File: config.mk
export PLATFORM = sky130hd
export DESIGN_NAME = srw_stop_wdog
export DESIGN_NICKNAME = d
export VERILOG_FILES = /design/src/hw/srw_pkg.sv /design/src/hw/srw_stop_wdog.sv
export SDC_FILE = /design/constraint.sdc
export NUM_CORES = 1
export LEC_CHECK = 0
export BUFFER_PORTS_ARGS = -buffer_cell sky130_fd_sc_hd__buf_4
export CAP_MARGIN = 20
export CORE_MARGIN = 3
export CORE_UTILIZATION = 61
export DETAILED_ROUTE_END_ITERATION = 8
export PLACE_DENSITY = 0.85
export SLEW_MARGIN = 20
export SYNTH_ARGS = -nofsm -noshare
export SYNTH_HDL_FRONTEND = slang
export SYNTH_SLANG_ARGS = --single-unit
File: constraint.sdc
create_clock -name ref_clk -period 5.2 [get_ports ref_clk]
set_input_delay 0.26 -clock ref_clk [delete_from_list [all_inputs] [get_ports ref_clk]]
set_output_delay 0.26 -clock ref_clk [all_outputs]
set_load 0.01 [all_outputs]
File: src/hw/srw_pkg.sv
// Shared constants and types for the stop recovery and watchdog block.
// Assumes one 250 MHz reference clock that also stands for the crystal.
package srw_pkg;

	// **************************************************
	// Timing
	// **************************************************
	localparam int CLK_PERIOD_NS  = 4;     // Reference clock period
	localparam int TPOR_NS        = 5000;  // Stabilisation delay, in ns
	localparam int TPOR_CYCLES    =
		(TPOR_NS + CLK_PERIOD_NS - 1) / CLK_PERIOD_NS;
	localparam int WMODE_WIN_XTAL = 120;   // Mode write window, xtal clks
	localparam int PRESCALE_DIV   = 16;    // Tick prescaler ratio

	// **************************************************
	// Register map
	// **************************************************
	localparam logic [7:0] ADDR_STOP_RECOVERY = 8'h0b;
	localparam logic [7:0] ADDR_WDOG_MODE     = 8'h0f;

	// Stop recovery control field positions
	localparam int SRC_DIV16_BIT = 0;
	localparam int SRC_SRC_LO    = 2;
	localparam int SRC_DELAY_BIT = 5;
	localparam int SRC_POL_BIT   = 6;
	localparam int SRC_WARM_BIT  = 7;

	// Watchdog mode field positions
	localparam int WM_TAP_LO    = 0;
	localparam int WM_HALT_BIT  = 2;
	localparam int WM_STOP_BIT  = 3;

	// Reset values
	localparam logic       RST_DIV16 = 1'b0;
	localparam logic [2:0] RST_SRC   = 3'h0;
	localparam logic       RST_DELAY = 1'b1;
	localparam logic       RST_POL   = 1'b0;
	localparam logic [3:0] RST_WMODE = 4'hd;

	// **************************************************
	// Watchdog counter
	// **************************************************
	localparam int WD_CNT_W = 16;  // Counts RC oscillator ticks
	localparam int DLY_W    = 16;  // Stabilisation counter width
	localparam int WIN_W    = 8;   // Mode write window counter width

	// Wake source selections
	typedef enum logic [2:0] {
		SRC_RESET_ONLY = 3'h0,
		SRC_RESERVED   = 3'h1,
		SRC_P3_BIT1    = 3'h2,
		SRC_P3_BIT2    = 3'h3,
		SRC_P3_BIT3    = 3'h4,
		SRC_P2_BIT7    = 3'h5,
		SRC_NOR_P2_LO  = 3'h6,
		SRC_NOR_P2_ALL = 3'h7
	} srw_src_t;

	// Sequencer states, gray along run, stop, wake, reset
	typedef enum logic [1:0] {
		ST_RUN   = 2'b00,
		ST_STOP  = 2'b01,
		ST_WAKE  = 2'b11,
		ST_RESET = 2'b10
	} srw_state_t;

	// Asynchronous inputs, synchronised together
	typedef struct packed {
		logic [7:0] port2;
		logic [3:1] port3;
		logic       rc_osc;
		logic       brownout;
		logic       otp_wdog;
	} srw_pins_t;

	// Condition flags driven to the core
	typedef struct packed {
		logic we;
		logic zero;
		logic sign;
		logic overflow;
	} srw_flags_t;

endpackage

File: src/hw/srw_stop_wdog.sv
// Stop mode recovery, tick prescaler, watchdog and brown-out sequencer.
// Assumes the core decodes bank F and hands plain register strobes here,
// and that stop, halt and watchdog-instruction signals share ref_clk.
module srw_stop_wdog
	import srw_pkg::*;
#(
	parameter int POR_DELAY_CYCLES = TPOR_CYCLES,
	parameter int WD_TAP0 = 10,  // Counter bit for each timeout tap
	parameter int WD_TAP1 = 11,
	parameter int WD_TAP2 = 12,
	parameter int WD_TAP3 = 14
)
// Functional notes
// - Stop-control bit 0 selects divide-by-16 ticks
// - Stop recovery clears the prescaler bit
// - Three-bit field picks the wake source
// - Port 2 output bits read as zero for wake
// - Delay bit low skips stabilisation delay
// - Polarity bit picks high or low wake
// - Top bit flags warm start after stop
// - Low seven bits write-only, top bit read-only
// - Watchdog one-shot resets core at terminal count
// - First kick enables, later kicks restart count
// - Kick raises the we flag; zero, sign, overflow stay clear
// - Watchdog counts RC oscillator ticks only
// - Mode register: tap, halt run, stop run, reserved
// - Mode writes only in first 120 clocks
// - Mode register reads back as zero
// - Mode register sits at offset 0f
// - Mode bit 3 keeps watchdog running in stop
// - Strap decides watchdog enabled at power-on
// - Brown-out holds reset, then full power-on
(
	// Clock and reset
	input  wire logic       ref_clk,
	input  wire logic       rst_n,
	// Register port
	input  wire logic [7:0] reg_addr,
	input  wire logic [7:0] reg_wdata,
	input  wire logic       reg_wr,
	input  wire logic       reg_rd,
	output logic      [7:0] reg_rdata,
	// Core handshake, same clock
	input  wire logic       stop_req,
	input  wire logic       halt_mode,
	input  wire logic       wdog_kick,
	input  wire logic [7:0] port2_is_output,
	output logic            core_reset,
	output logic            core_stopped,
	output logic            sys_tick_en,
	output logic            timer_tick_en,
	output srw_flags_t      wdog_flags,
	// Asynchronous pins
	input  wire logic [7:0] wake_port2,
	input  wire logic [3:1] wake_port3,
	input  wire logic       rc_osc,
	input  wire logic       brownout_low,
	input  wire logic       otp_wdog_at_por
);

	// **************************************************
	// Elaboration checks
	// **************************************************
	initial
	begin
		if (POR_DELAY_CYCLES < 1 || POR_DELAY_CYCLES >= (1 << DLY_W))
			$error("POR_DELAY_CYCLES out of range");
		if (WD_TAP3 >= WD_CNT_W || WD_TAP0 < 1)
			$error("Watchdog tap outside counter");
	end

	// **************************************************
	// State
	// **************************************************
	typedef struct packed {
		srw_pins_t           sync1;      // First sync stage only
		srw_pins_t           sync2;      // Usable pin levels
		logic                rc_prev;    // RC edge detector
		srw_state_t          state;      // Sequencer state
		logic                div16;      // Prescaler select
		logic [2:0]          src;        // Wake source select
		logic                delay_en;   // Stabilisation delay enable
		logic                pol;        // Wake polarity
		logic                warm;       // Last start was stop recovery
		logic [3:0]          wmode;      // Watchdog mode, low nibble
		logic                wd_en;      // Watchdog armed
		logic [WD_CNT_W-1:0] wd_cnt;     // Watchdog counter
		logic [3:0]          div_cnt;    // Prescaler counter
		logic [DLY_W-1:0]    dly_cnt;    // Stabilisation counter
		logic [WIN_W-1:0]    win_cnt;    // Mode write window counter
		logic                por_pend;   // Full reset in progress
		logic [7:0]          rdata;
		logic                core_reset;
		logic                core_stopped;
		logic                sys_tick;
		logic                timer_tick;
		srw_flags_t          flags;
	} srw_regs_t;

	srw_regs_t r;
	srw_regs_t next_r;

	// **************************************************
	// Helpers
	// **************************************************
	// Pick the raw wake level for a source selection
	function automatic logic wake_level(input logic [2:0] sel,
		input logic [7:0] p2, input logic [3:1] p3);
		logic l;
		l = 1'b0;
		case (srw_src_t'(sel))
			SRC_P3_BIT1:    l = p3[1];
			SRC_P3_BIT2:    l = p3[2];
			SRC_P3_BIT3:    l = p3[3];
			SRC_P2_BIT7:    l = p2[7];
			SRC_NOR_P2_LO:  l = ~|p2[3:0];
			SRC_NOR_P2_ALL: l = ~|p2;
			default:        l = 1'b0;  // Reset only and reserved
		endcase
		return l;
	endfunction

	// Terminal count reached for the chosen tap
	function automatic logic wd_expired(input logic [1:0] tap,
		input logic [WD_CNT_W-1:0] cnt);
		logic e;
		e = 1'b0;
		case (tap)
			2'd0:    e = cnt[WD_TAP0];
			2'd1:    e = cnt[WD_TAP1];
			2'd2:    e = cnt[WD_TAP2];
			default: e = cnt[WD_TAP3];
		endcase
		return e;
	endfunction

	// **************************************************
	// Combinational next state
	// **************************************************
	// Wake, watchdog and reset sequencing in one pass
	always_comb
	begin
		logic [7:0] p2_eff;
		logic       wake;
		logic       rc_tick;
		logic       wd_run;
		logic       wd_fire;
		logic       go_reset;
		p2_eff   = 8'h00;
		wake     = 1'b0;
		rc_tick  = 1'b0;
		wd_run   = 1'b0;
		wd_fire  = 1'b0;
		go_reset = 1'b0;
		next_r   = r;

		// Two-stage synchroniser on all pins
		next_r.sync1   = {wake_port2, wake_port3, rc_osc,
			brownout_low, otp_wdog_at_por};
		next_r.sync2   = r.sync1;
		next_r.rc_prev = r.sync2.rc_osc;
		next_r.flags   = '{we: 1'b0, zero: 1'b0, sign: 1'b0,
			overflow: 1'b0};

		// Output bits read as zero so only inputs vote
		p2_eff = r.sync2.port2 & ~port2_is_output;
		// Invert by polarity so one high detector serves both
		wake = wake_level(r.src, p2_eff, r.sync2.port3) ^ ~r.pol;
		// Source held short of five processor clocks may be missed
		// since the sync adds two cycles; the source owner holds it.

		// RC oscillator rising edge is the only watchdog clock
		rc_tick = r.sync2.rc_osc & ~r.rc_prev;

		// Watchdog runs in run, in halt if asked, in stop if asked
		case (r.state)
			ST_RUN:  wd_run = ~halt_mode | r.wmode[WM_HALT_BIT];
			ST_STOP: wd_run = r.wmode[WM_STOP_BIT];
			default: wd_run = 1'b0;
		endcase
		wd_fire = r.wd_en & wd_expired(r.wmode[1:0], r.wd_cnt);

		// Watchdog count and kicks
		if (wdog_kick && r.state == ST_RUN)
		begin
			// Kick arms on first use and restarts the count
			next_r.wd_en  = 1'b1;
			next_r.wd_cnt = '0;
			next_r.flags  = '{we: 1'b1, zero: 1'b0, sign: 1'b0,
				overflow: 1'b0};
		end
		else if (r.wd_en && wd_run && rc_tick && !wd_fire)
			next_r.wd_cnt = r.wd_cnt + 1'b1;

		// Tick prescaler, free running
		next_r.div_cnt = r.div_cnt + 1'b1;
		next_r.timer_tick = (r.state == ST_RUN) &&
			(!r.div16 || r.div_cnt == 4'(PRESCALE_DIV - 1));
		next_r.sys_tick = next_r.timer_tick && !halt_mode;

		// Register writes; top stop-control bit is not writable
		if (reg_wr && reg_addr == ADDR_STOP_RECOVERY)
		begin
			next_r.div16    = reg_wdata[SRC_DIV16_BIT];
			next_r.src      = reg_wdata[SRC_SRC_LO +: 3];
			next_r.delay_en = reg_wdata[SRC_DELAY_BIT];
			next_r.pol      = reg_wdata[SRC_POL_BIT];
		end
		// Mode writes close after the window; reserved bits dropped
		if (reg_wr && reg_addr == ADDR_WDOG_MODE &&
			r.state == ST_RUN && r.win_cnt < WIN_W'(WMODE_WIN_XTAL))
			next_r.wmode = reg_wdata[3:0];
		if (r.state == ST_RUN && r.win_cnt < WIN_W'(WMODE_WIN_XTAL))
			next_r.win_cnt = r.win_cnt + 1'b1;

		// Register reads, data in the following cycle
		next_r.rdata = 8'h00;  // Mode and unmapped read zero
		if (reg_rd && reg_addr == ADDR_STOP_RECOVERY)
			next_r.rdata = {r.warm, 7'h00};

		// Full resets: brown-out held, or watchdog timeout
		go_reset = r.sync2.brownout | wd_fire;

		// Sequencer
		case (r.state)
			ST_RUN:
			begin
				if (stop_req)
					next_r.state = ST_STOP;
			end
			ST_STOP:
			begin
				// Recovery clears prescaler and flags a warm start
				if (wake && r.src != SRC_RESET_ONLY &&
					r.src != SRC_RESERVED)
				begin
					next_r.div16   = 1'b0;
					next_r.warm    = 1'b1;
					next_r.wd_cnt  = '0;
					next_r.win_cnt = '0;
					next_r.dly_cnt = '0;
					// Low delay bit gives the fast wake path
					next_r.state = r.delay_en ? ST_WAKE : ST_RUN;
				end
			end
			ST_WAKE:
			begin
				// Stabilisation delay before the core restarts
				next_r.dly_cnt = r.dly_cnt + 1'b1;
				if (r.por_pend)
					next_r.wd_en = r.sync2.otp_wdog;
				if (r.dly_cnt >= DLY_W'(POR_DELAY_CYCLES - 1))
				begin
					next_r.state    = ST_RUN;
					next_r.por_pend = 1'b0;
				end
			end
			ST_RESET:
			begin
				// Held while the supply is low, then power-on path
				if (!r.sync2.brownout)
					next_r.state = ST_WAKE;
			end
			default:
				next_r.state = ST_RESET;
		endcase

		// Full reset restores every control bit to power-on values
		if (go_reset)
		begin
			next_r.state    = ST_RESET;
			next_r.por_pend = 1'b1;
			next_r.div16    = RST_DIV16;
			next_r.src      = RST_SRC;
			next_r.delay_en = RST_DELAY;
			next_r.pol      = RST_POL;
			next_r.warm     = 1'b0;
			next_r.wmode    = RST_WMODE;
			next_r.wd_en    = 1'b0;
			next_r.wd_cnt   = '0;
			next_r.win_cnt  = '0;
			next_r.dly_cnt  = '0;
		end

		// Outputs registered from next state
		next_r.core_reset   = (next_r.state != ST_RUN);
		next_r.core_stopped = (next_r.state == ST_STOP);
	end

	// **************************************************
	// State register
	// **************************************************
	// Asynchronous reset loads constants only; the strap is
	// caught later while the stabilisation delay runs
	always_ff @(posedge ref_clk or negedge rst_n)
	begin
		if (!rst_n)
		begin
			r              <= '0;
			r.state        <= ST_WAKE;
			r.por_pend     <= 1'b1;
			r.div16        <= RST_DIV16;
			r.src          <= RST_SRC;
			r.delay_en     <= RST_DELAY;
			r.pol          <= RST_POL;
			r.warm         <= 1'b0;
			r.wmode        <= RST_WMODE;
			r.core_reset   <= 1'b1;
		end
		else
			r <= next_r;
	end

	// **************************************************
	// Outputs, straight from flip-flops
	// **************************************************
	assign reg_rdata     = r.rdata;
	assign core_reset    = r.core_reset;
	assign core_stopped  = r.core_stopped;
	assign sys_tick_en   = r.sys_tick;
	assign timer_tick_en = r.timer_tick;
	assign wdog_flags    = r.flags;

endmodule

# Word level (Yosys, flattened, before mapping)
# Index checks and enable logic that the tools add are counted.
[word_totals] regBits=104 input_bits=45 output_inout_bits=16 wordCells=133
[op_classes] n_addsub=4 order_cmp=2 n_eq_ne=17 muxes=31 bitwise=10 n_reduce_logical=36
[ops] cell="$mux W16" n=4
[ops] cell="$add A16 B1 Y16 const B" n=2
[ops] cell="$pmux W16 S2" n=1
[ops] cell="$mux W30" n=1
[ops] cell="$mux W25" n=1
[ops] cell="$mux W24" n=1
[ops] cell="$mux W8" n=3
[ops] cell="$eq A8 B4 Y1 const B" n=2
[ops] cell="$ge A16 B11 Y1 const B" n=1
[ops] cell="$logic_and A1 B1 Y1" n=14
[ops] cell="$reduce_bool A2 Y1" n=7
[ops] cell="$eq A3 B3 Y1 const B" n=4
[ops] cell="$add A8 B1 Y8 const B" n=1
[ops] cell="$and A8 B8 Y8" n=1
[ops] cell="$lt A8 B7 Y1 const B" n=1
[ops] cell="$mux W1" n=8
[ops] cell="$mux W2" n=4
[ops] cell="$mux W4" n=2
[ops] cell="$not A8 Y8" n=1
[ops] cell="$pmux W2 S4" n=1
[ops] cell="$reduce_or A8 Y1" n=1
[ops] cell="$eq A2 B1 Y1 const B" n=3
[ops] cell="$eq A2 B2 Y1 const B" n=3
[ops] cell="$eq A3 B2 Y1 const B" n=2
[ops] cell="19 further kinds" n=31

# Logic depth before layout (Yosys ltp)
[logic_depth] ltp_word=12 depth_mapped=9 ltp_nobuf=9

# Worst setup path after synthesis
# No wires, ideal clock.
[synth_timing] path_type="register to register" startpoint="register r[57] (netlist bit)" endpoint="register r[56] (netlist bit)" setup_time_ns=0.122 arrival_time_ns=2.112 slack_ns=2.966 stages_incl_launch_ff=7 synth_period_minus_slack_ns=2.234 cell_sequence="dfrtp_1 mux4_2 a2111oi_4 nand4_2 or3_1 xnor2_1 nor2_1"
[synth_lines] element="from (decl)" line="srw_stop_wdog.sv:100" rtl="srw_regs_t r;"
[synth_lines] element="from (signal assigned)" line="srw_stop_wdog.sv:311" rtl="r <= next_r;"

# Final worst setup path
[layout_timing] startpoint="register r[88] (netlist bit)" endpoint="register r[30] (netlist bit)"
[layout_between] elab_chain_len=9
[layout_lines] element="$and A8 B8 Y8" line="srw_stop_wdog.sv:166" rtl="p2_eff = r.sync2.port2 & ~port2_is_output;"
[layout_lines] element="$reduce_or A8 Y1" line="srw_stop_wdog.sv:117" rtl="SRC_NOR_P2_ALL: l = ~|p2;"
[layout_lines] element="$logic_not A1 Y1" line="srw_stop_wdog.sv:117"
[layout_lines] element="$pmux W1 S6" line="srw_stop_wdog.sv:111" rtl="case (srw_src_t'(sel))"
[layout_lines] element="$xor A1 B1 Y1" line="srw_stop_wdog.sv:168" rtl="wake = wake_level(r.src, p2_eff, r.sync2.port3) ^ ~r.pol;"
[layout_lines] element="$logic_and A1 B1 Y1 (2 in a row)" line="srw_stop_wdog.sv:234" rtl="if (wake && r.src != SRC_RESET_ONLY &&"
[layout_lines] element="$ne A3 B3 Y1 (no source line)"
[layout_lines] element="$reduce_and A2 Y1 (no source line)"
# No other way between the ends.
# A chain may end at the register's enable or synchronous reset.

==> key figures <==
Flow run
  – Max_cap viols: 0

Clocking
  – Clock root buffer: clkbuf_8
  – Clock sink total: 93
  – CTS clk-pin slew, worst paths: 0.10 ns
  – Post_cts resized: 0
  – Cts bufs inserted: 9
  – Cts hold-fix bufs: 15
  – Clk Latency, worst-skew pair: 0.37 ns
  – CTS tree: built
  – Htree depth: 3
  – Post-CTS Setup Bufs: 0
  – Clk buf depth: 2

Routing
  – First drt pass iteration count: 4
  – Post-DR vias/cell: 5.66
  – DR WL/cell: 15.9 um
  – Post-Route WL: 8330 um
  – Drt initial violations: 190
  – Drc violations: 0
  – DR vias: 2961
  – ANT nets after route: 0

Synthesis
  – Mapped Cells: 379
  – Sequential fraction of the synthesis area: 57.4%
  – Adder-Cell Fraction of Synth Area: 1.85%
  – Main combinational cell family by area after synthesis: simple AND/OR/NAND/NOR gates
  – Number of synthesized flops with an enable pin: 0
  – Top cells by area, synth: dfrtp_1 (52%), dfstp_2 (5.2%), nor2_1 (4.6%)
  – Fraction of registers with async set/reset: 100%
  – Yosys warnings: 0
  – Simple-gate share of the synthesized area: 17.5%
  – Largest area contributor in the netlist: dfrtp_1
  – Number of distinct library cells after synthesis: 52
  – Synth top area share: 52.3%
  – Synthesized area: 0.00407 mm^2
  – Ys flop type: dfrtp_1
  – XOR/XNOR share of the synthesized area: 4.09%
  – FF+latch count, synth: 93
  – Compound-gate portion of the synthesized area: 9.93%
  – Mux share of post-synthesis cell area: 4.31%
  – Post-Syn Area per Cell: 10.7 um^2

Placement
  – Routability congestion estimate: 0.800
  – Final HPWL DP: 5420 um
  – Placed cell count: 492
  – IO buf count: 49

Die
  – Chip Width: 87.7 um
  – Initial Utilization: 63.4%
  – Cell Rows: 29
  – Die height: 87.7 um
  – Io pins: 61
  – Die area: 0.00769 mm^2
  – Core ar.: 0.00642 mm^2

Setup path
  – CP max-delay cell: nand2b_1
  – Crit-path cells: nor2b_1 > o41ai_1 > nand3_1 > o221ai_1 > mux2i_1 > nand2b_1 > a311oi_1
  – CP top delay family: simple AND/OR/NAND/NOR gates
  – CP Max Fanout: 15
  – Crit start category: flip-flop
  – Crit path from: r[88]
  – RR Startpoint: r[88]
  – Reg2reg path depth: 7
  – R2R Setup Slk: 2.52 ns
  – Sum of buffers and inverters on the critical path: 0
  – Crit path largest cell delay: 0.58 ns
  – CP Data Required Time: 5.42 ns
  – Crit path kind: flip-flop to flip-flop
  – Worst EP arrival: 2.90 ns
  – Logic depth of the worst setup path including buffers: 7
  – Crit. End Element: flip-flop

Worst hold path
  – Worst hold stages: 2
  – HP Class: input port to flip-flop
  – Worst Min Path Start: reg_addr[2]

Timing
  – Period utilization: 51.5%
  – Max-slew violation count: 0
  – Final Hold Fails: 0
  – # setup viols final: 0
  – Shortest period the worst path allows: 2.68 ns
  – Worst Tran Pin Value: 0.950 ns
  – RSZ-0062 raised after global routing: false
  – Clock skew: 0.0105 ns
  – Fmax: 374 MHz
  – Slew headroom: 36.7%
  – Post-Route Setup TNS: 0 ns

Power
  – P_leak: 2.15 nW
  – Pwr/cell area: 272 mW/mm^2
  – Worst vdd ir: 295 uV

Finish
  – # diodes: 0
  – Layout cells sized above 1: 20.2%
  – Commonest non-fill, non-tap cell in the layout: dfrtp_1
  – FILL cells: 421
  – Synth-to-layout area growth: 17.8%
  – Final std cells w/o fill: 523
  – Most frequent cells in the layout: dfrtp_1 (85), buf_4 (51), nor2_1 (50)
  – Final net count: 492

Outcome
  – Status: finished, final reports clean

Global route
  – Gr usage total: 23.6%
  – Number of global-route vias before repair: 3025
  – Initial antenna violation count: 0
  – Largest net degree at the start of global routing: 80
  – Gr ovfl total: 0
  – First-pass GRT wire length: 13700 um
worst reg2reg max path, stage by stage, from the launching register on:
cell and delay [ns]:
dfrtp_1 0.37, nor2b_1 0.13, o41ai_1 0.44, nand3_1 0.12, o221ai_1 0.17, mux2i_1 0.53
nand2b_1 0.58, a311oi_1 0.20
power breakdown:
| part | internal, W | total [W] | leakage, nW | switching (W) |
|---|---|---|---|---|
| sequential | 0.000737 | 0.000746 | 1.20 | 0.00000860 |
| clock | 0.000190 | 0.000472 | 0.0985 | 0.000282 |
| combinational | 0.0000378 | 0.0000850 | 0.854 | 0.0000472 |
worst paths after layout:
| kind | end |
|---|---|
| worst min register to register | r[89] |
| worst max register to register | r[30] |
| min in group asynchronous | r[30] |
| worst min-delay path | reg_rdata[7] |
| worst max-delay path | r[30] |
| max in group asynchronous | next_r[76] |
kinds of logic (layout without fill, tap and decap cells):
family,Yosys count,count (layout)
AO/OA/AOI/OAI,59,59
flip-flops,93,93
multiplexers,16,16
other,1,10
AND/OR/NAND/NOR,146,146
XOR/XNOR,19,19
buffers and inverters,39,97
adder cells (fa/ha/maj),6,6
cell usage after synthesis, types with 2 or more instances:
cell type	number
dfrtp_1	85
nor2_1	50
nand2_1	32
inv_1	15
o21ai_0	15
nand3_1	14
mux2i_1	13
buf_4	12
xnor2_1	12
a21oi_1	11
a31oi_1	10
clkbuf_1	10
dfstp_2	8
nand2b_1	7
xor2_1	7
and3_1	6
ha_1	6
nand4_1	5
nor2b_1	5
or3_1	5
a211oi_1	4
nor3_1	4
a311oi_1	3
and2_1	3
or2_2	3
a21boi_0	2
buf_2	2
mux2_2	2
nor2_2	2
nor4_1	2
o21a_1	2
o221ai_1	2
routing by layer:
metal / vias up / wire (um) / global-route usage [%]
met4: 0 / 162 / 7.67
met1: 1469 / 3270 / 26.7
li1: 1406 / - / -
met5: - / 0 / 0
met3: 16 / 334 / 6.96
met2: 70 / 4570 / 42.5
final cells by class:
class	count	area, um^2	area share [%]
Clock inverter	7	75.1	1.57
Tap cell	77	96.3	2.01
Sequential cell	93	2340	48.8
Timing Repair Buffer	66	533	11.1
Multi-Input combinational cell	256	1570	32.8
Clock buffer	9	124	2.58
Inverter	15	56.3	1.17
sequential cells by signal (all words and copies together), names as in the netlist:
signal	flops
sys_tick_en	1
reg_rdata	1
r	72
timer_tick_en	1
core_stopped	1
core_reset	1
wdog_flags	1
next_r	15
stage by stage:
| step | worst slack (ns) | util, % | hold slack [ns] | total power, W | area [um^2] |
|---|---|---|---|---|---|
| floorplan | 2.97 | - | -0.0356 | 0.000791 | 4100 |
| global placement | 2.71 | 69.2 | 0.120 | 0.000831 | 4440 |
| detailed placement | 2.60 | 69.2 | 0.123 | 0.000835 | 4440 |
| CTS | 2.53 | 74.6 | 0.0407 | 0.00131 | 4790 |
| global route | 2.33 | 74.6 | 0.0380 | 0.00136 | 4790 |
| finish | 2.52 | 74.6 | 0.0601 | 0.00130 | 4790 |
No activity file was read; power rests on OpenSTA's default activity.
